### config.mk
export PLATFORM = sky130hd
export DESIGN_NAME = ejmc_top
export DESIGN_NICKNAME = d
export VERILOG_FILES = /design/src/hw/ejmc_pkg.sv /design/src/hw/ejmc_top.sv
export SDC_FILE = /design/constraint.sdc
export NUM_CORES = 1
export LEC_CHECK = 0
export BUFFER_PORTS_ARGS = -buffer_cell sky130_fd_sc_hd__buf_2
export CAP_MARGIN = 30
export CORE_MARGIN = 8
export CORE_UTILIZATION = 51
export CTS_CLUSTER_SIZE = 12
export DETAILED_ROUTE_END_ITERATION = 8
export GPL_ROUTABILITY_DRIVEN = 0
export PLACE_DENSITY = 0.73
export SLEW_MARGIN = 10
export SYNTH_ARGS = -nofsm -noshare
export SYNTH_HDL_FRONTEND = slang
export SYNTH_SLANG_ARGS = --single-unit
### constraint.sdc
create_clock -name CLK -period 15.8 [get_ports CLK]
set_input_delay 2.37 -clock CLK [delete_from_list [all_inputs] [get_ports CLK]]
set_output_delay 2.37 -clock CLK [all_outputs]
set_load 0.01 [all_outputs]
### src/hw/ejmc_pkg.sv
/*
  Constants for the ejector mode controller: register map, field
  positions, reset values, modes and timing counts.
  Assumes a 50 MHz system clock.
*/
package ejmc_pkg;
  localparam int unsigned CLK_HZ = 50_000_000;
  localparam int unsigned HOLD_MS = 3000;
  localparam int unsigned FLASH_MS = 500;
  localparam int unsigned PROT_WIN_MS = 3000;
  localparam int unsigned HOLD_CYC = HOLD_MS * (CLK_HZ / 1000);
  localparam int unsigned FLASH_CYC = FLASH_MS * (CLK_HZ / 1000);
  localparam int unsigned PROT_CYC = PROT_WIN_MS * (CLK_HZ / 1000);
  localparam logic [3:0] PROT_MAX_SW = 4'h6;
  localparam logic [7:0] OFS_OUT_PROC = 8'h00;
  localparam logic [7:0] OFS_IN_PROC = 8'h04;
  localparam logic [7:0] OFS_VAC_LIM = 8'h08;
  localparam logic [7:0] OFS_PART_LIM = 8'h0C;
  localparam logic [7:0] OFS_PRES_LIM = 8'h10;
  localparam logic [7:0] OFS_CONFIG = 8'h14;
  localparam logic [7:0] OFS_STATUS = 8'h18;
  localparam logic [7:0] OFS_IDENT = 8'h1C;
  localparam logic [7:0] OFS_TEXT0 = 8'h20;
  localparam int TEXT_WORDS = 4;
  localparam int OPB_SUCTION = 0;
  localparam int OPB_BLOW = 1;
  localparam int OPB_SETUP = 2;
  localparam int CFG_IMPULSE = 2;
  localparam int STS_CM = 4;
  localparam logic [31:0] VAC_LIM_RST = 32'h0096_02EE;
  localparam logic [31:0] PART_LIM_RST = 32'h000A_0226;
  localparam logic [31:0] PRES_LIM_RST = 32'h0032_0FA0;
  localparam logic [2:0] CFG_RST = 3'h1;
  localparam logic [15:0] PART_DEP_MBAR = 16'h0014;
  localparam logic [15:0] UV_MILLIVOLT = 16'h4B00;
  localparam logic [1:0] RESP_OKAY = 2'h0;
  localparam logic [1:0] RESP_SLVERR = 2'h2;
  typedef enum logic [1:0] {
    MODE_AUTO = 2'b00,
    MODE_MANUAL = 2'b01,
    MODE_SETUP = 2'b10
  } ejmc_mode_t;
endpackage

### src/hw/ejmc_top.sv
/*
  Ejector mode controller: automatic, manual and setup modes, suction
  regulation, part-deposited detection, undervoltage flag, valve drive,
  process data and settings behind an AXI4-Lite slave.
  Assumes all inputs synchronous to CLK and readings in mbar and mV.
*/
// Notes on behaviour
// - After reset the controller runs in automatic mode.
// - Both keys held three seconds enter manual mode; threshold LEDs flash.
// - Exit key or any external command change returns to automatic mode.
// - Manual suction key toggles suction; blow-off key also stops it.
// - Manual blow-off valve and LED follow the held blow-off key.
// - Switching-frequency protection is off in manual mode.
// - With control selected, regulation also acts on manual suction.
// - Output process bit 2 enters or leaves setup, only in IO-Link mode.
// - A change of process bit 0 or 1 ends setup mode.
// - Setup mode disables protection, keeps regulation, flashes both LEDs.
// - Supply below undervoltage threshold raises an error flag.
// - After part-present, vacuum below 20 mbar sets part-deposited.
// - A new suction-on command clears part-deposited.
// - Impulse variant starts off and sucks only after a suction pulse.
// - Input process data reports thresholds, indicators, CM and error.
// - Vacuum control limit and hysteresis are the regulation thresholds.
// - Settings are readable and writable; identity and user text exist.
// - Regulation stops at the limit, resumes below limit minus hysteresis.
module ejmc_top #(
  parameter int unsigned HOLD_CYCLES = ejmc_pkg::HOLD_CYC,
  parameter int unsigned FLASH_CYCLES = ejmc_pkg::FLASH_CYC,
  parameter int unsigned PROT_CYCLES = ejmc_pkg::PROT_CYC,
  // Arbitrary identity value
  parameter logic [31:0] IDENT_CODE = 32'h0000_0001
) (
  input wire logic CLK,
  input wire logic RESET,
  input wire logic [7:0] S_AXI_AWADDR,
  input wire logic S_AXI_AWVALID,
  output logic S_AXI_AWREADY,
  input wire logic [31:0] S_AXI_WDATA,
  input wire logic [3:0] S_AXI_WSTRB,
  input wire logic S_AXI_WVALID,
  output logic S_AXI_WREADY,
  output logic [1:0] S_AXI_BRESP,
  output logic S_AXI_BVALID,
  input wire logic S_AXI_BREADY,
  input wire logic [7:0] S_AXI_ARADDR,
  input wire logic S_AXI_ARVALID,
  output logic S_AXI_ARREADY,
  output logic [31:0] S_AXI_RDATA,
  output logic [1:0] S_AXI_RRESP,
  output logic S_AXI_RVALID,
  input wire logic S_AXI_RREADY,
  input wire logic IOLINK_MODE,
  input wire logic SUCTION_IN,
  input wire logic BLOWOFF_IN,
  input wire logic KEY_UP,
  input wire logic KEY_DOWN,
  input wire logic KEY_EXIT,
  input wire logic KEY_SUCTION,
  input wire logic KEY_BLOWOFF,
  input wire logic [15:0] VACUUM_MBAR,
  input wire logic [15:0] PRESSURE_MBAR,
  input wire logic [15:0] SUPPLY_MV,
  output logic VALVE_SUCTION,
  output logic VALVE_BLOWOFF,
  output logic LED_SUCTION,
  output logic LED_BLOWOFF,
  output logic LED_H1,
  output logic LED_H2,
  output logic UNDERVOLT
);
  import ejmc_pkg::*;

  ejmc_mode_t mode_r, mode_nxt;
  logic [2:0] opd_r, opd_nxt, cfg_r, cfg_nxt, thr_r, thr_nxt;
  logic [31:0] vac_lim_r, vac_lim_nxt, part_lim_r, part_lim_nxt, pres_lim_r, pres_lim_nxt;
  logic [31:0] text_r [TEXT_WORDS];
  logic [31:0] text_nxt [TEXT_WORDS];
  logic [31:0] hold_r, hold_nxt, flash_cnt_r, flash_cnt_nxt, win_r, win_nxt;
  logic [3:0] sw_r, sw_nxt;
  logic [1:0] cmd_q_r, cmd_q_nxt;
  logic flash_r, flash_nxt, man_suck_r, man_suck_nxt, setup_q_r, setup_q_nxt;
  logic imp_r, imp_nxt, asuck_q_r, asuck_q_nxt, seen_r, seen_nxt, dep_r, dep_nxt;
  logic trip_r, trip_nxt, cm_r, cm_nxt, uv_r, uv_nxt, vs_q_r;
  logic vs_r, vs_nxt, vb_r, vb_nxt, ks_q_r, ks_q_nxt, kb_q_r, kb_q_nxt;
  logic aw_ok_r, aw_ok_nxt, w_ok_r, w_ok_nxt, bv_r, bv_nxt, rv_r, rv_nxt;
  logic [7:0] aw_addr_r, aw_addr_nxt;
  logic [31:0] w_data_r, w_data_nxt, rdata_r, rdata_nxt;
  logic [3:0] w_strb_r, w_strb_nxt;
  logic [1:0] bresp_r, bresp_nxt, rresp_r, rresp_nxt;
  logic cmd_suck, cmd_blow, auto_suck, ext_chg, suck_rise, regulating, low_vac;
  logic [15:0] meas [3];
  logic [31:0] lims [3];
  logic [8:0] in_proc;

  function automatic logic [31:0] merge(input logic [31:0] old, input logic [31:0] nw,
                                        input logic [3:0] strb);
    logic [31:0] res;
    res = old;
    for (int b = 0; b < 4; b++) begin
      if (strb[b]) res[b*8 +: 8] = nw[b*8 +: 8];
    end
    return res;
  endfunction

  assign cmd_suck = IOLINK_MODE ? opd_r[OPB_SUCTION] : SUCTION_IN;
  assign cmd_blow = IOLINK_MODE ? opd_r[OPB_BLOW] : BLOWOFF_IN;
  assign ext_chg = {cmd_blow, cmd_suck} != cmd_q_r;
  assign auto_suck = cfg_r[CFG_IMPULSE] ? imp_r : cmd_suck;
  assign suck_rise = auto_suck & ~asuck_q_r;
  // protection only trips in automatic mode
  assign regulating = (cfg_r[1:0] != 2'h0) && !(trip_r && mode_r == MODE_AUTO);
  assign low_vac = VACUUM_MBAR < PART_DEP_MBAR;
  assign meas[0] = VACUUM_MBAR;
  assign meas[1] = VACUUM_MBAR;
  assign meas[2] = PRESSURE_MBAR;
  assign lims[0] = vac_lim_r;
  assign lims[1] = part_lim_r;
  assign lims[2] = pres_lim_r;

  for (genvar i = 0; i < 3; i++) begin : g_thr
    always_comb begin
      if (meas[i] >= lims[i][15:0]) thr_nxt[i] = 1'b1;
      else if ({1'b0, meas[i]} + {1'b0, lims[i][31:16]} < {1'b0, lims[i][15:0]})
        thr_nxt[i] = 1'b0;
      else thr_nxt[i] = thr_r[i];
    end
  end

  assign in_proc = {uv_r, cm_r, mode_r != MODE_AUTO, uv_r, !uv_r && !cm_r, dep_r, thr_r};

  always_comb begin
    mode_nxt = mode_r;
    hold_nxt = 32'h0000_0000;
    man_suck_nxt = man_suck_r;
    flash_cnt_nxt = flash_cnt_r + 32'h0000_0001;
    flash_nxt = flash_r;
    if (flash_cnt_r >= FLASH_CYCLES - 1) begin
      flash_cnt_nxt = 32'h0000_0000;
      flash_nxt = !flash_r;
    end
    case (mode_r)
      MODE_AUTO: begin
        if (KEY_UP && KEY_DOWN) hold_nxt = hold_r + 32'h0000_0001;
        if (hold_r >= HOLD_CYCLES - 1) mode_nxt = MODE_MANUAL;
        // setup entered on a rising bit 2
        else if (IOLINK_MODE && opd_r[OPB_SETUP] && !setup_q_r) mode_nxt = MODE_SETUP;
        man_suck_nxt = 1'b0;
      end
      MODE_MANUAL: begin
        if (KEY_BLOWOFF && !kb_q_r) man_suck_nxt = 1'b0;
        else if (KEY_SUCTION && !ks_q_r) man_suck_nxt = !man_suck_r;
        if (KEY_EXIT || ext_chg) mode_nxt = MODE_AUTO;
      end
      MODE_SETUP: begin
        if (!IOLINK_MODE || !opd_r[OPB_SETUP] || ext_chg) mode_nxt = MODE_AUTO;
      end
      default: mode_nxt = MODE_AUTO;
    endcase
    imp_nxt = imp_r;
    if (cmd_suck && !cmd_q_r[0]) imp_nxt = 1'b1;
    else if (cmd_blow && !cmd_q_r[1]) imp_nxt = 1'b0;
    seen_nxt = suck_rise ? 1'b0 : (seen_r | thr_r[1]);
    dep_nxt = (seen_r && low_vac) ? 1'b1 : (suck_rise ? 1'b0 : dep_r);
    uv_nxt = SUPPLY_MV < UV_MILLIVOLT;
    vb_nxt = (mode_r == MODE_MANUAL) ? KEY_BLOWOFF : cmd_blow;
    vs_nxt = ((mode_r == MODE_MANUAL) ? man_suck_r : auto_suck) && !vb_nxt &&
             (!regulating || !thr_r[0]);
    // Counts valve turn-ons per window; too many means leakage cycling
    win_nxt = win_r + 32'h0000_0001;
    sw_nxt = sw_r + {3'h0, vs_r && !vs_q_r};
    trip_nxt = suck_rise ? 1'b0 : trip_r;
    cm_nxt = cm_r;
    if (win_r >= PROT_CYCLES - 1) begin
      win_nxt = 32'h0000_0000;
      sw_nxt = 4'h0;
    end
    if (mode_r == MODE_AUTO && cfg_r[1:0] != 2'h0 && sw_r > PROT_MAX_SW) begin
      trip_nxt = 1'b1;
      sw_nxt = 4'h0;
    end
    cmd_q_nxt = {cmd_blow, cmd_suck};
    setup_q_nxt = opd_r[OPB_SETUP];
    asuck_q_nxt = auto_suck;
    ks_q_nxt = KEY_SUCTION;
    kb_q_nxt = KEY_BLOWOFF;
    // Register bus, write then read
    aw_ok_nxt = aw_ok_r;
    aw_addr_nxt = aw_addr_r;
    w_ok_nxt = w_ok_r;
    w_data_nxt = w_data_r;
    w_strb_nxt = w_strb_r;
    bv_nxt = bv_r && !S_AXI_BREADY;
    bresp_nxt = bresp_r;
    opd_nxt = opd_r;
    cfg_nxt = cfg_r;
    vac_lim_nxt = vac_lim_r;
    part_lim_nxt = part_lim_r;
    pres_lim_nxt = pres_lim_r;
    text_nxt = text_r;
    if (S_AXI_AWVALID && S_AXI_AWREADY) begin
      aw_ok_nxt = 1'b1;
      aw_addr_nxt = S_AXI_AWADDR;
    end
    if (S_AXI_WVALID && S_AXI_WREADY) begin
      w_ok_nxt = 1'b1;
      w_data_nxt = S_AXI_WDATA;
      w_strb_nxt = S_AXI_WSTRB;
    end
    if (aw_ok_r && w_ok_r && !bv_r) begin
      aw_ok_nxt = 1'b0;
      w_ok_nxt = 1'b0;
      bv_nxt = 1'b1;
      bresp_nxt = RESP_OKAY;
      case (aw_addr_r)
        OFS_OUT_PROC: if (w_strb_r[0]) opd_nxt = w_data_r[2:0];
        OFS_VAC_LIM: vac_lim_nxt = merge(vac_lim_r, w_data_r, w_strb_r);
        OFS_PART_LIM: part_lim_nxt = merge(part_lim_r, w_data_r, w_strb_r);
        OFS_PRES_LIM: pres_lim_nxt = merge(pres_lim_r, w_data_r, w_strb_r);
        OFS_CONFIG: if (w_strb_r[0]) cfg_nxt = w_data_r[2:0];
        OFS_STATUS: if (w_strb_r[0] && w_data_r[STS_CM]) cm_nxt = 1'b0;
        OFS_IN_PROC, OFS_IDENT: bresp_nxt = RESP_OKAY;
        default: begin
          if (aw_addr_r[7:4] == OFS_TEXT0[7:4] && aw_addr_r[1:0] == 2'h0)
            text_nxt[aw_addr_r[3:2]] = merge(text_r[aw_addr_r[3:2]], w_data_r, w_strb_r);
          else bresp_nxt = RESP_SLVERR;
        end
      endcase
    end
    // Protection event is sticky and beats a software clear
    if (trip_nxt && !trip_r) cm_nxt = 1'b1;
    rv_nxt = rv_r && !S_AXI_RREADY;
    rdata_nxt = rdata_r;
    rresp_nxt = rresp_r;
    if (S_AXI_ARVALID && S_AXI_ARREADY) begin
      rv_nxt = 1'b1;
      rresp_nxt = RESP_OKAY;
      rdata_nxt = 32'h0000_0000;
      case (S_AXI_ARADDR)
        OFS_OUT_PROC: rdata_nxt[2:0] = opd_r;
        OFS_IN_PROC: rdata_nxt[8:0] = in_proc;
        OFS_VAC_LIM: rdata_nxt = vac_lim_r;
        OFS_PART_LIM: rdata_nxt = part_lim_r;
        OFS_PRES_LIM: rdata_nxt = pres_lim_r;
        OFS_CONFIG: rdata_nxt[2:0] = cfg_r;
        OFS_STATUS: rdata_nxt[4:0] = {cm_r, trip_r, uv_r, mode_r};
        OFS_IDENT: rdata_nxt = IDENT_CODE;
        default: begin
          if (S_AXI_ARADDR[7:4] == OFS_TEXT0[7:4] && S_AXI_ARADDR[1:0] == 2'h0)
            rdata_nxt = text_r[S_AXI_ARADDR[3:2]];
          else rresp_nxt = RESP_SLVERR;
        end
      endcase
    end
  end

  always_ff @(posedge CLK or posedge RESET) begin
    if (RESET) begin
      mode_r <= MODE_AUTO;
      {opd_r, thr_r, cmd_q_r, sw_r, w_strb_r, bresp_r, rresp_r} <= '0;
      cfg_r <= CFG_RST;
      vac_lim_r <= VAC_LIM_RST;
      part_lim_r <= PART_LIM_RST;
      pres_lim_r <= PRES_LIM_RST;
      for (int k = 0; k < TEXT_WORDS; k++) text_r[k] <= 32'h0000_0000;
      {hold_r, flash_cnt_r, win_r, w_data_r, rdata_r, aw_addr_r} <= '0;
      {flash_r, man_suck_r, setup_q_r, imp_r, asuck_q_r, seen_r, dep_r} <= '0;
      {trip_r, cm_r, uv_r, vs_r, vb_r, ks_q_r, kb_q_r, vs_q_r} <= '0;
      {aw_ok_r, w_ok_r, bv_r, rv_r} <= '0;
    end else begin
      mode_r <= mode_nxt;
      {opd_r, thr_r, cmd_q_r, sw_r, w_strb_r, bresp_r, rresp_r} <=
        {opd_nxt, thr_nxt, cmd_q_nxt, sw_nxt, w_strb_nxt, bresp_nxt, rresp_nxt};
      cfg_r <= cfg_nxt;
      vac_lim_r <= vac_lim_nxt;
      part_lim_r <= part_lim_nxt;
      pres_lim_r <= pres_lim_nxt;
      text_r <= text_nxt;
      {hold_r, flash_cnt_r, win_r, w_data_r, rdata_r, aw_addr_r} <=
        {hold_nxt, flash_cnt_nxt, win_nxt, w_data_nxt, rdata_nxt, aw_addr_nxt};
      {flash_r, man_suck_r, setup_q_r, imp_r, asuck_q_r, seen_r, dep_r} <=
        {flash_nxt, man_suck_nxt, setup_q_nxt, imp_nxt, asuck_q_nxt, seen_nxt, dep_nxt};
      {trip_r, cm_r, uv_r, vs_r, vb_r, ks_q_r, kb_q_r, vs_q_r} <=
        {trip_nxt, cm_nxt, uv_nxt, vs_nxt, vb_nxt, ks_q_nxt, kb_q_nxt, vs_r};
      {aw_ok_r, w_ok_r, bv_r, rv_r} <= {aw_ok_nxt, w_ok_nxt, bv_nxt, rv_nxt};
    end
  end

  assign S_AXI_AWREADY = !aw_ok_r && !bv_r;
  assign S_AXI_WREADY = !w_ok_r && !bv_r;
  assign S_AXI_BVALID = bv_r;
  assign S_AXI_BRESP = bresp_r;
  assign S_AXI_ARREADY = !rv_r;
  assign S_AXI_RVALID = rv_r;
  assign S_AXI_RDATA = rdata_r;
  assign S_AXI_RRESP = rresp_r;
  assign VALVE_SUCTION = vs_r;
  assign VALVE_BLOWOFF = vb_r;
  assign LED_SUCTION = vs_r;
  assign LED_BLOWOFF = vb_r;
  assign LED_H1 = (mode_r != MODE_AUTO) ? flash_r : thr_r[0];
  assign LED_H2 = (mode_r != MODE_AUTO) ? flash_r : thr_r[1];
  assign UNDERVOLT = uv_r;

  chk_power_up_auto: assert property (@(posedge CLK) disable iff (RESET)
    $past(RESET) |-> mode_r == MODE_AUTO) else $error("not automatic after reset");
  chk_manual_leds: assert property (@(posedge CLK) disable iff (RESET)
    mode_r == MODE_MANUAL |-> LED_H1 == LED_H2) else $error("manual LEDs differ");
  chk_manual_exit: assert property (@(posedge CLK) disable iff (RESET)
    mode_r == MODE_MANUAL && KEY_EXIT |=> mode_r == MODE_AUTO) else $error("no manual exit");
  chk_blow_stops_suck: assert property (@(posedge CLK) disable iff (RESET)
    mode_r == MODE_MANUAL && KEY_BLOWOFF && !kb_q_r |=> !man_suck_r)
    else $error("suction not stopped");
  chk_manual_blow: assert property (@(posedge CLK) disable iff (RESET)
    mode_r == MODE_MANUAL ##1 1'b1 |-> VALVE_BLOWOFF == $past(KEY_BLOWOFF))
    else $error("blow-off not following key");
  chk_setup_exit: assert property (@(posedge CLK) disable iff (RESET)
    mode_r == MODE_SETUP && ext_chg |=> mode_r == MODE_AUTO) else $error("setup kept");
  chk_undervolt: assert property (@(posedge CLK) disable iff (RESET)
    SUPPLY_MV < UV_MILLIVOLT |=> UNDERVOLT) else $error("undervoltage missed");
  chk_part_dep: assert property (@(posedge CLK) disable iff (RESET)
    seen_r && low_vac |=> dep_r) else $error("part deposited missed");
  chk_dep_clear: assert property (@(posedge CLK) disable iff (RESET)
    suck_rise && !(seen_r && low_vac) |=> !dep_r) else $error("deposit not cleared");
  chk_reg_stop: assert property (@(posedge CLK) disable iff (RESET)
    regulating && thr_r[0] |=> !VALVE_SUCTION) else $error("suction past limit");
endmodule

==> flow_summary.toml, run 1 <==
[cts]
clk_pin_slew_worst_paths_ns = 0.06
clock_tree.root_cell = "clkbuf_16"
postCtsSetupRepairBufs = 0
cts.path.max_buffers = 3
insertion_delay_ns = 0.59
post_cts.resized_instances = 0
postCtsHoldBufs = 0
clock_sinks = 434
tritoncts.num_buffers = 47
tritoncts = "yes"
htree_levels = 2

[finish]
layout.nets = 2601
mostFrequentLayoutCells = "dfrtp_1, nor2_1, nand2_1"
layout.cells.most_common = "dfrtp_1"
area_growth_syn_to_fin_pct = 12.81
antenna_cells_inserted = 0
proportion_of_layout_cells_with_a_drive_suffix_above_1_pct = 22.19
finish.cell_count_without_fillers = 2977

[critical_path]
path_class = "in -> reg"
path_max_fanout = 3
critPathArrivalTime_ns = 6.21
crit_chain = "buf_2 > ha_1 > inv_1 > fa_1 > nor2b_1 > o2111ai_1 > a31oi_1 > o21ai_0 > a21bo_2 > a311oi_1 > xor2_1 > ha_1 > a21oi_1 > nor2_1 > a211oi_1 > o221ai_1 > a21oi_1 > o21ai_0 > or3b_1"
critical_path_required_ns = 16.26
cpPeakStageDelay_ns = 0.40
timing.critical_path.to_type = "flop"
cpMaxStageDelayCell = "fa_1"
crit_path_start_kind = "input pin"

[global_routing]
grt.met1_usage_pct = 30.29
use_met3_pct = 3.543
met2_use_gr_pct = 38.44
grt_most_used_layer = "met2"
grt_antenna_before_repair = 0
first_pass_grt_wire_length_um = 100700
grt_pass1_vias = 18367
grt_max_degree = 131
grt-ovfl-total = 0
grt_use_total_pct = 23.62

[synth]
synth_top_area_share_pct = 42.92
gate_count_post_synth = 2188
sequential_to_total_area_share_from_yosys_stat_pct = 45.91
yosys_warnings = 0
ys_types = 76
yosys.area.top_type = "dfrtp_1"
synth_enable_flop_cells = 0
ys_async_sr_fraction_pct = 100.0
synth.cell_area_mm2 = 0.02373
synth_area_per_cell_um2 = 10.85
top_cells_by_area_in_the_synthesized_netlist = "dfrtp_1, ha_1, mux2_2, mux4_2, nor2_1"
ys_dominant_reg_cell = "dfrtp_1"
synth_seq_cells = 434

[detailed_routing]
detail_route.vias_per_cell = 5.970
antenna_left = 0
detail_route.drc_violations = 0
dr.first_iter.drc_count = 1497
avgRoutedWirePerCell_um = 21.37
route.final.wire_length_um = 63620
vias = 17773
drt_first_pass_iters = 7

[job]
drv.max_cap_violation_count = 0

[timing]
worst_slack_setup_final_ns = 10.05
slew_headroom_pct = 40.37
unrepaired_setup_endpoints_after_global_routing = "no"
max_clock_freq_mhz = 174.0
final_layout_setup_total_negative_slack_ns = 0
setup_violation_total_in_the_final_timing_report = 0
skew_ns = 0.03245
min_period_over_period_pct = 36.38
endpoints_failing_hold = 0
final_max_slew_viol_count = 0
final_period_minus_worst_setup_slack_ns = 5.748
tightest_slew_ns = 0.8945

[worst_hold_path]
hold_path.class = "reg -> reg"

[power_and_ir_drop]
total_leakage_power_nw = 11.86
power.density_mw_per_mm2 = 130.9
finalPower_mw = 3.505
ir_drop_uv = 101.8

[die]
design.portCount = 163
initial_util_pct = 51.30
die_y_um = 231.7
rows = 79
coreArea_mm2 = 0.04626
design.die.area_mm2 = 0.05368
die_width_um = 231.7

[placed_design]
post-dp-hpwl_um = 46490
numPlacedInstances = 2891
port_buffers = 152
dp_slack_ns = 9.593

[outcome]
status = "complete, no violations"
-- sequential cells by signal, indices dropped and copies added, names as in the netlist, 2 cells and up --
| register | flops |
|---|---|
| S_AXI_RDATA | 32 |
| text_r | 128 |
| w_data_r | 32 |
| cfg_r | 3 |
| thr_r | 3 |
| part_lim_r | 32 |
| win_r | 32 |
| aw_addr_r | 8 |
| mode_r | 2 |
| w_strb_r | 4 |
| vac_lim_r | 32 |
| flash_cnt_r | 32 |
| hold_r | 32 |
| opd_r | 3 |
| sw_r | 4 |
| pres_lim_r | 32 |
| cmd_q_r | 2 |
-- per-stage QoR --
stage                     hold slack (ns)  util [%]  area, um2
after floorplan                    0.3813         -      23770
after global placement             0.4225     54.19      25070
after detailed placement           0.4172     54.48      25200
after CTS                          0.4354     57.77      26720
after global routing               0.4745     57.87      26770
final                              0.4367     57.87      26770
-- worst paths after layout --
path	from	end	slack (ns)	cells after the start
max	PRESSURE_MBAR[0]	thr_r[2]$_DFFE_PP0P_	10.05	19
min	LED_SUCTION$_DFF_PP0_	vs_q_r$_DFF_PP0_	0.44	0
max reg2reg	pres_lim_r[17]$_DFFE_PP1P_	thr_r[2]$_DFFE_PP0P_	11.50	17
min reg2reg	LED_SUCTION$_DFF_PP0_	vs_q_r$_DFF_PP0_	0.44	0
max in group asynchronous	RESET	pres_lim_r[17]$_DFFE_PP1P_	11.79	6
min in group asynchronous	RESET	flash_cnt_r[4]$_DFF_PP0_	1.71	2
-- cells in the mapped netlist (9+ instances only) --
| cell type | count |
|---|---|
| a21o_1 | 31 |
| o21ai_0 | 153 |
| nor2b_1 | 16 |
| and3_1 | 13 |
| o21a_1 | 12 |
| nor4_1 | 11 |
| a21oi_1 | 106 |
| a31oi_1 | 37 |
| a22oi_1 | 54 |
| or3_1 | 9 |
| nand2_1 | 166 |
| mux4_2 | 64 |
| inv_1 | 91 |
| mux2_2 | 150 |
| xor2_1 | 60 |
| nor3_1 | 28 |
| nor2_1 | 205 |
| nand2b_1 | 15 |
| buf_2 | 27 |
| dfstp_2 | 27 |
| mux2i_1 | 36 |
| nand3_2 | 12 |
| dfrtp_1 | 407 |
| xnor2_1 | 50 |
| clkbuf_1 | 50 |
| nand4_1 | 31 |
| nand3_1 | 46 |
| ha_1 | 148 |
-- report_power, final --
group          switching [mW]  leakage (nW)  internal [mW]
Combinational           0.427          5.40          0.402
Sequential              0.289          5.72           1.30
Clock                   0.446         0.743          0.643
Total                    1.16          11.9           2.34
-- cell type report --
cell class	count	area [um2]
timing repair buffer	178	1071
clock inverter	12	160.2
inverter	91	349.1
sequential	434	10900
clock buffer	72	1360
fill	3871	19490
tap	607	759.5
multi-input combinational	1583	12170
-- critical path, delay by kind of cell --
family                     cells  cell delay (ns)
xor gates and xnor gates       1             0.21
AOI/OAI and AO/OA             10             1.99
adders and majority gates      3             0.83
buffers and inverters          2             0.15
and+or+nand+nor                3             0.63
-- kinds of logic (layout without fill, tap and decap cells) --
| logic type | after synthesis | count (layout) | synth area share (%) |
|---|---|---|---|
| other cells | 1 | 13 | 0.01580 |
| xor+xnor | 110 | 110 | 4.060 |
| simple gates | 597 | 597 | 12.15 |
| mux | 251 | 251 | 14.76 |
| buf+inv | 183 | 353 | 3.148 |
| compound gates | 461 | 461 | 11.90 |
| flops | 434 | 434 | 45.91 |
| fa+ha+maj | 151 | 151 | 8.057 |
-- metal layers --
metal,share of wire [%],wire length [um]
met1,41,26310
met2,47,30120
met3,6.0,3799
met4,5.3,3399
met5,0,0
(Power assumes the default switching activity.)
==> inputs of run 2 (changes only) <==
--- a/config.mk
+++ b/config.mk
@@ -5,6 +5,7 @@
 export SDC_FILE = /design/constraint.sdc
 export NUM_CORES = 1
 export LEC_CHECK = 0
+export ABC_AREA = 1
 export BUFFER_PORTS_ARGS = -buffer_cell sky130_fd_sc_hd__buf_2
 export CAP_MARGIN = 30
 export CORE_MARGIN = 8
@@ -12,7 +13,7 @@
 export CTS_CLUSTER_SIZE = 12
 export DETAILED_ROUTE_END_ITERATION = 8
 export GPL_ROUTABILITY_DRIVEN = 0
-export PLACE_DENSITY = 0.73
+export PLACE_DENSITY = 0.76
 export SLEW_MARGIN = 10
 export SYNTH_ARGS = -nofsm -noshare
 export SYNTH_HDL_FRONTEND = slang
==> constraint.sdc (replaced) <==
create_clock -name CLK -period 4.9 [get_ports CLK]
set_input_delay 0.735 -clock CLK [delete_from_list [all_inputs] [get_ports CLK]]
set_output_delay 0.735 -clock CLK [all_outputs]
set_load 0.01 [all_outputs]
==> run 2 against run 1 <==
Against the previous run: wire length grew 23%; design area grew 4.9%; critical path depth grew 2; clock skew shrank 0.0038 ns; synthesized cell count grew 46%; highest routed layer unchanged; worst hold slack lost 0.19 ns; global-route usage grew 3.7 points; largest power group unchanged.
==> flow_summary.toml, run 2 <==
[worst_hold_path]
hold_path.class = "in -> async"

[cts]
clock_sinks = 434
tritoncts = "yes"
clk_pin_slew_worst_paths_ns = 0.07
postCtsSetupRepairBufs = 0
cts.path.max_buffers = 3
htree_levels = 2
clock_tree.root_cell = "clkbuf_16"
tritoncts.num_buffers = 47
insertion_delay_ns = 0.61
postCtsHoldBufs = 0
post_cts.resized_instances = 0

[synth]
post_synth_most_frequent_cells = "nand2_1, dfrtp_1, inv_1"
yosys_warnings = 0
synth_enable_flop_cells = 0
top_cells_by_area_in_the_synthesized_netlist = "dfrtp_1, nand2_1, ha_1, inv_1, nand4_1"
yosysMostFrequentCell = "nand2_1"
synth_seq_cells = 434
gate_count_post_synth = 3190
synth.cell_area_mm2 = 0.02507
ys_types = 51
synth_top_area_share_pct = 40.63
ys_async_sr_fraction_pct = 100.0
synth_area_per_cell_um2 = 7.859
ys_dominant_reg_cell = "dfrtp_1"
sequential_to_total_area_share_from_yosys_stat_pct = 43.46
yosys.area.top_type = "dfrtp_1"

[finish]
proportion_of_layout_cells_with_a_drive_suffix_above_1_pct = 9.028
area_growth_syn_to_fin_pct = 11.99
finish.cell_count_without_fillers = 4011
max_flop_register = "text_r"
fillers = 4395
mostFrequentLayoutCells = "nand2_1, dfrtp_1, inv_1"
fin_util_pct = 57.59
flip_flop_count_of_the_largest_register_after_layout = 128
layout.nets = 3573
layout.cells.most_common = "nand2_1"

[critical_path]
critical_path_required_ns = 5.38
cpMaxStageDelayCell = "dfrtp_1"
critical_path_s_most_frequent_cell = "nand2_1"
worst_path_dominant_cell_family = "compound AO/OA/AOI/OAI gates"
crit_path_start_kind = "flop"
path_max_fanout = 3
crit_chain = "ha_1 > inv_1 > fa_1 > o21ai_0 > a21oi_1 > o21bai_1 > nand2_1 > nand2_1 > nand2_1 > nand3_1 > nand2_1 > ha_1 > a21oi_1 > o31a_1 > nand2_1 > nand2_1 > nand2_1 > nand2_1 > nand2_1 > nand2_1 > nand2_1"
critical_path_buf_inv_count = 1
cpPeakStageDelay_ns = 0.48
critPathArrivalTime_ns = 3.95
timing.critical_path.to_type = "flop"
path_class = "reg -> reg"

[timing]
min_period_over_period_pct = 70.75
unrepaired_setup_endpoints_after_global_routing = "no"
tightest_slew_ns = 0.9696
slew_headroom_pct = 35.29
endpoints_failing_hold = 0
max_clock_freq_mhz = 288.5
final_max_slew_viol_count = 0
setup_violation_total_in_the_final_timing_report = 0
skew_ns = 0.02865
final_period_minus_worst_setup_slack_ns = 3.467

[die]
die_width_um = 237.7
initial_util_pct = 51.43
design.portCount = 163
rows = 81
coreArea_mm2 = 0.04875
design.die.area_mm2 = 0.05651
die_y_um = 237.7

[detailed_routing]
antenna_left = 0
avgRoutedWirePerCell_um = 19.58
detail_route.drc_violations = 0
route.final.wire_length_um = 78540
drt_first_pass_iters = 6
vias = 23466
dr.first_iter.drc_count = 2653
detail_route.vias_per_cell = 5.850

[placed_design]
numPlacedInstances = 3920
port_buffers = 152
post-dp-hpwl_um = 55960

[global_routing]
grt-ovfl-total = 0
first_pass_grt_wire_length_um = 123800
grt_max_degree = 130
grt_antenna_before_repair = 3
grt_pass1_vias = 22312
grt_use_total_pct = 27.37

[outcome]
status = "complete, no violations"

[power_and_ir_drop]
total_leakage_power_nw = 13.35
ir_drop_uv = 266.7
power.density_mw_per_mm2 = 387.9

[job]
drv.max_cap_violation_count = 0
[run 2: worst paths after layout]
kind | slack (ns) | end | depth (start not counted) | from
worst max-delay path | 1.43 | thr_r[2]$_DFFE_PP0P_ | 21 | pres_lim_r[16]$_DFFE_PP0P_
worst min-delay path | 0.25 | flash_cnt_r[1]$_DFF_PP0_ | 2 | RESET
worst max register to register | 1.43 | thr_r[2]$_DFFE_PP0P_ | 21 | pres_lim_r[16]$_DFFE_PP0P_
worst min register to register | 0.45 | vs_q_r$_DFF_PP0_ | 0 | LED_SUCTION$_DFF_PP0_
max in group asynchronous | 3.52 | vac_lim_r[25]$_DFFE_PP0P_ | 3 | RESET
min in group CLK | 0.28 | ks_q_r$_DFF_PP0_ | 1 | KEY_SUCTION
[run 2: logic make-up (layout without fill, tap and decap cells)]
| group | count (synthesis) | in the layout | synth area share [%] |
|---|---|---|---|
| flip-flops | 434 | 434 | 43.46 |
| adder cells (fa/ha/maj) | 151 | 151 | 7.626 |
| AO/OA/AOI/OAI | 588 | 588 | 13.97 |
| buffers and inverters | 436 | 579 | 6.678 |
| other | 1 | 15 | 0.01496 |
| XOR/XNOR | 79 | 79 | 2.760 |
| AND/OR/NAND/NOR | 1498 | 1498 | 25.36 |
| multiplexers | 3 | 3 | 0.1347 |
[run 2: worst reg2reg max path: cells and delay by family, from the launching register on]
family / cells / cell delay [ns]
simple gates: 12 / 0.79
buf+inv: 1 / 0.05
flops: 1 / 0.48
fa+ha+maj: 3 / 0.90
compound gates: 5 / 1.14
[run 2: stage by stage]
step | setup slack [ns] | instance area [um2] | hold WS (ns) | setup TNS [ns] | power [mW]
final | 1.433 | 28070 | 0.2452 | 0 | 10.89
after global routing | 1.140 | 28070 | 0.2685 | 0 | 11.38
after CTS | 1.480 | 28040 | 0.2429 | 0 | 10.84
after detailed placement | 1.063 | 26520 | 0.4338 | 0 | 7.327
after global placement | 1.118 | 26520 | 0.4244 | 0 | 7.270
after floorplan | -1.674 | 25120 | 0.3946 | -683.03 | 6.265
[run 2: layout make-up]
cell class              instances  area (um2)  area share (%)
clock inverters                14       143.9          0.5125
inverters                     306        1152           4.105
repair buffers                186        1081           3.851
clock buffers                  73        1374           4.893
flip-flops and latches        434       10890           38.80
multi-input cells            2332       12590           44.86
diodes                          2       5.005         0.01783
well taps                     664       830.8           2.959
[run 2: report_power, final]
group / internal, mW / total [mW] / switching, mW / leakage [nW]
Sequential: 4.02 / 4.39 / 0.368 / 5.72
Clock: 1.99 / 3.52 / 1.52 / 0.739
Combinational: 0.787 / 2.98 / 2.20 / 6.89
Total: 6.81 / 10.9 / 4.09 / 13.3
[run 2: layer usage]
| layer | track usage (%) | vias to the layer above | share of wire [%] |
|---|---|---|---|
| met5 | 0 | - | 0 |
| met4 | 12.96 | 0 | 4.9 |
| met3 | 6.474 | 202 | 10 |
| met2 | 42.34 | 1156 | 44 |
| met1 | 36.04 | 11121 | 40 |
| li1 | - | 10987 | - |
==> inputs of run 3 (changes only) <==
--- a/config.mk
+++ b/config.mk
@@ -5,7 +5,7 @@
 export SDC_FILE = /design/constraint.sdc
 export NUM_CORES = 1
 export LEC_CHECK = 0
-export ABC_AREA = 1
+export ABC_AREA = 0
 export BUFFER_PORTS_ARGS = -buffer_cell sky130_fd_sc_hd__buf_2
 export CAP_MARGIN = 30
 export CORE_MARGIN = 8
==> constraint.sdc (replaced) <==
create_clock -name CLK -period 2.95 [get_ports CLK]
set_input_delay 0.4425 -clock CLK [delete_from_list [all_inputs] [get_ports CLK]]
set_output_delay 0.4425 -clock CLK [all_outputs]
set_load 0.01 [all_outputs]
==> run 3 against run 2 <==
Against the previous run: the run now ends with negative setup slack left; utilization is 3.7 points higher; wire length is 15% lower; count of clock-buffer cells in the layout up 1; setup slack got worse by 2.2 ns; via count decreased by 20%; final cell count fell by 22%; clock skew grew 0.0033 ns; sequential share of layout area down 0.38 points; largest power group unchanged.
==> flow_summary.toml, run 3 (same netlist as run 1, synthesis figures left out) <==
[outcome]
status = "finished, violations left"
violations = "negative setup slack"

[placed_design]
numPlacedInstances = 3038
port_buffers = 152
post-dp-hpwl_um = 49030

[critical_path]
critical_path_required_ns = 3.43
timing.critical_path.to_type = "flop"
timing.reg2reg.worst_path_depth = 17
cpPeakStageDelay_ns = 0.54
worstReg2RegEnd = "thr_r[2]$_DFFE_PP0P_"
crit_path_start_kind = "flop"
minimum_setup_slack_among_reg_to_reg_paths_ns = -0.78
crit_chain = "inv_2 > fa_2 > nor2b_4 > o2111ai_2 > a31oi_2 > o21ai_2 > a21bo_2 > a311oi_2 > xor2_1 > ha_1 > a21oi_1 > nor2_1 > a211oi_2 > o221ai_2 > a21oi_2 > o21ai_1 > or3b_1"
path_class = "reg -> reg"
critPathArrivalTime_ns = 4.21
cpMaxStageDelayCell = "dfstp_2"
path_max_fanout = 2
reg2reg_from = "pres_lim_r[17]$_DFFE_PP1P_"

[detailed_routing]
detail_route.vias_per_cell = 5.998
antenna_left = 0
vias = 18859
avgRoutedWirePerCell_um = 21.20
dr.first_iter.drc_count = 1474
drt_first_pass_iters = 5
detail_route.drc_violations = 0
route.final.wire_length_um = 66660

[global_routing]
use_met3_pct = 4.251
first_pass_grt_wire_length_um = 105700
met2_use_gr_pct = 40.42
grt_antenna_before_repair = 0
grt_use_total_pct = 24.64
grt_max_degree = 127
grt_most_used_layer = "met2"
grt-ovfl-total = 0
grt_pass1_vias = 19508
grt.met1_usage_pct = 30.78

[power_and_ir_drop]
power.density_mw_per_mm2 = 686.2
finalPower_mw = 19.46
switching_power_mw = 6.572
total_leakage_power_nw = 12.73
power_switching_share_pct = 33.77
power.share.clock_pct = 30.8
ir_drop_uv = 573.3
cellInternalPower_mw = 12.89
comb_power_share_pct = 25.4
seq_power_share_pct = 43.8

[finish]
flip_flop_count_of_the_largest_register_after_layout = 128
area_growth_syn_to_fin_pct = 19.50
layout.nets = 2767
proportion_of_layout_cells_with_a_drive_suffix_above_1_pct = 28.75
mostFrequentLayoutCells = "dfrtp_1, nor2_1, buf_4"
finish.cell_count_without_fillers = 3144
max_flop_register = "text_r"
layout.cells.most_common = "dfrtp_1"
fillers = 3609

[cts]
clk_pin_slew_worst_paths_ns = 0.06
insertion_delay_ns = 0.61
htree_levels = 2
clock_sinks = 434
tritoncts.num_buffers = 48
cts.path.max_buffers = 3
clock_tree.root_cell = "clkbuf_16"
tritoncts = "yes"

[worst_hold_path]
hold_path.class = "in -> reg"
holdPathEnd = "aw_addr_r[1]$_DFFE_PP0P_"
hold_path.startpoint = "S_AXI_AWADDR[1]"
whs_path_depth = 2

[die]
die_y_um = 231.7
design.portCount = 163
die_width_um = 231.7
design.die.area_mm2 = 0.05368
coreArea_mm2 = 0.04626
initial_util_pct = 51.30
rows = 79

[job]
drv.max_cap_violation_count = 0

[timing]
worst_slack_setup_final_ns = -0.7818
tightest_slew_ns = 0.9207
unrepaired_setup_endpoints_after_global_routing = "yes"
final_period_minus_worst_setup_slack_ns = 3.732
final_max_slew_viol_count = 0
min_period_over_period_pct = 126.5
skew_ns = 0.03195
endpoints_failing_hold = 0
max_clock_freq_mhz = 268.0
slew_headroom_pct = 38.62
setup_violation_total_in_the_final_timing_report = 3
[run 3: changes by cell type in the layout (fill, tap and decap cells not counted), moves of 33 or more]
cell	before	now
a22oi_1	94	54
mux2i_1	0	36
a21oi_1	184	97
nor3_1	60	27
inv_1	299	85
mux4_2	0	64
nand2_1	879	164
nor2_1	260	204
nand4_1	163	31
nand3_1	83	46
mux2_2	3	150
o21ai_0	193	144
buf_4	28	173
[run 3: cell type report]
cell class | instances | area [um2] | area share [%]
tap | 607 | 759.5 | 2.678
antenna | 1 | 2.502 | 0.008825
inverter | 91 | 345.3 | 1.218
timing repair buffer | 343 | 2350 | 8.286
multi-input combinational | 1583 | 12400 | 43.74
sequential | 434 | 10900 | 38.43
clock inverter | 11 | 191.4 | 0.6751
clock buffer | 74 | 1409 | 4.968
[run 3: worst max path at each step]
stage / start / to / depth (start not counted)
4_1_cts: pres_lim_r[17]$_DFFE_PP1P_ / thr_r[2]$_DFFE_PP0P_ / 17
5_1_grt: pres_lim_r[17]$_DFFE_PP1P_ / thr_r[2]$_DFFE_PP0P_ / 17
3_3_place_gp: PRESSURE_MBAR[0] / thr_r[2]$_DFFE_PP0P_ / 19
3_5_place_dp: PRESSURE_MBAR[0] / thr_r[2]$_DFFE_PP0P_ / 19
6_report: pres_lim_r[17]$_DFFE_PP1P_ / thr_r[2]$_DFFE_PP0P_ / 17
2_1_floorplan: RESET / LED_BLOWOFF$_DFF_PP0_ / 1
[run 3: timing repair]
action | CTS | global route
pin swaps | 20 | 26
endpoints found under the setup margin | 3 | 3
buffers inserted | 7 | 7
hold endpoints to repair | 17 | 0
hold buffers | 7 | 0
cloned | 0 | 0
gates resized for setup | 25 | 14
[run 3: metrics by stage]
stage	instance area [um2]	worst slack (ns)	TNS (ns)	util (%)	hold WS, ns
after floorplan	23850	-3.332	-1403.41	-	0.3813
after global placement	26430	-0.9506	-2.218	57.14	0.3757
after detailed placement	26430	-1.167	-2.582	57.14	0.3763
after CTS	28250	-0.7520	-1.615	61.07	0.02562
after global routing	28350	-0.9552	-2.193	61.30	0.05109
final	28360	-0.7818	-1.706	61.30	0.06037
[run 3: worst max-delay path: cells and delay by family, from the launching register on]
kind | cells | cell delay (ns)
compound gates | 10 | 1.58
flops | 1 | 0.54
buf+inv | 1 | 0.04
fa+ha+maj | 2 | 0.67
xor+xnor | 1 | 0.23
simple gates | 3 | 0.56
[run 3: per-layer routing]
metal / up-vias / part of all wire (%)
li1: 8541 / -
met1: 9382 / 40
met2: 730 / 48
met3: 206 / 6.8
met4: 0 / 5.7
met5: - / 0
[run 3: power groups by stage]
stage	Sequential, mW	Clock (mW)	Combinational [mW]
2_1_floorplan	7.71	0	3.49
3_3_place_gp	8.47	0	4.56
3_5_place_dp	8.54	0	4.77
4_1_cts	8.45	6.10	4.88
5_1_grt	8.59	6.34	5.44
6_report	8.52	6.00	4.94
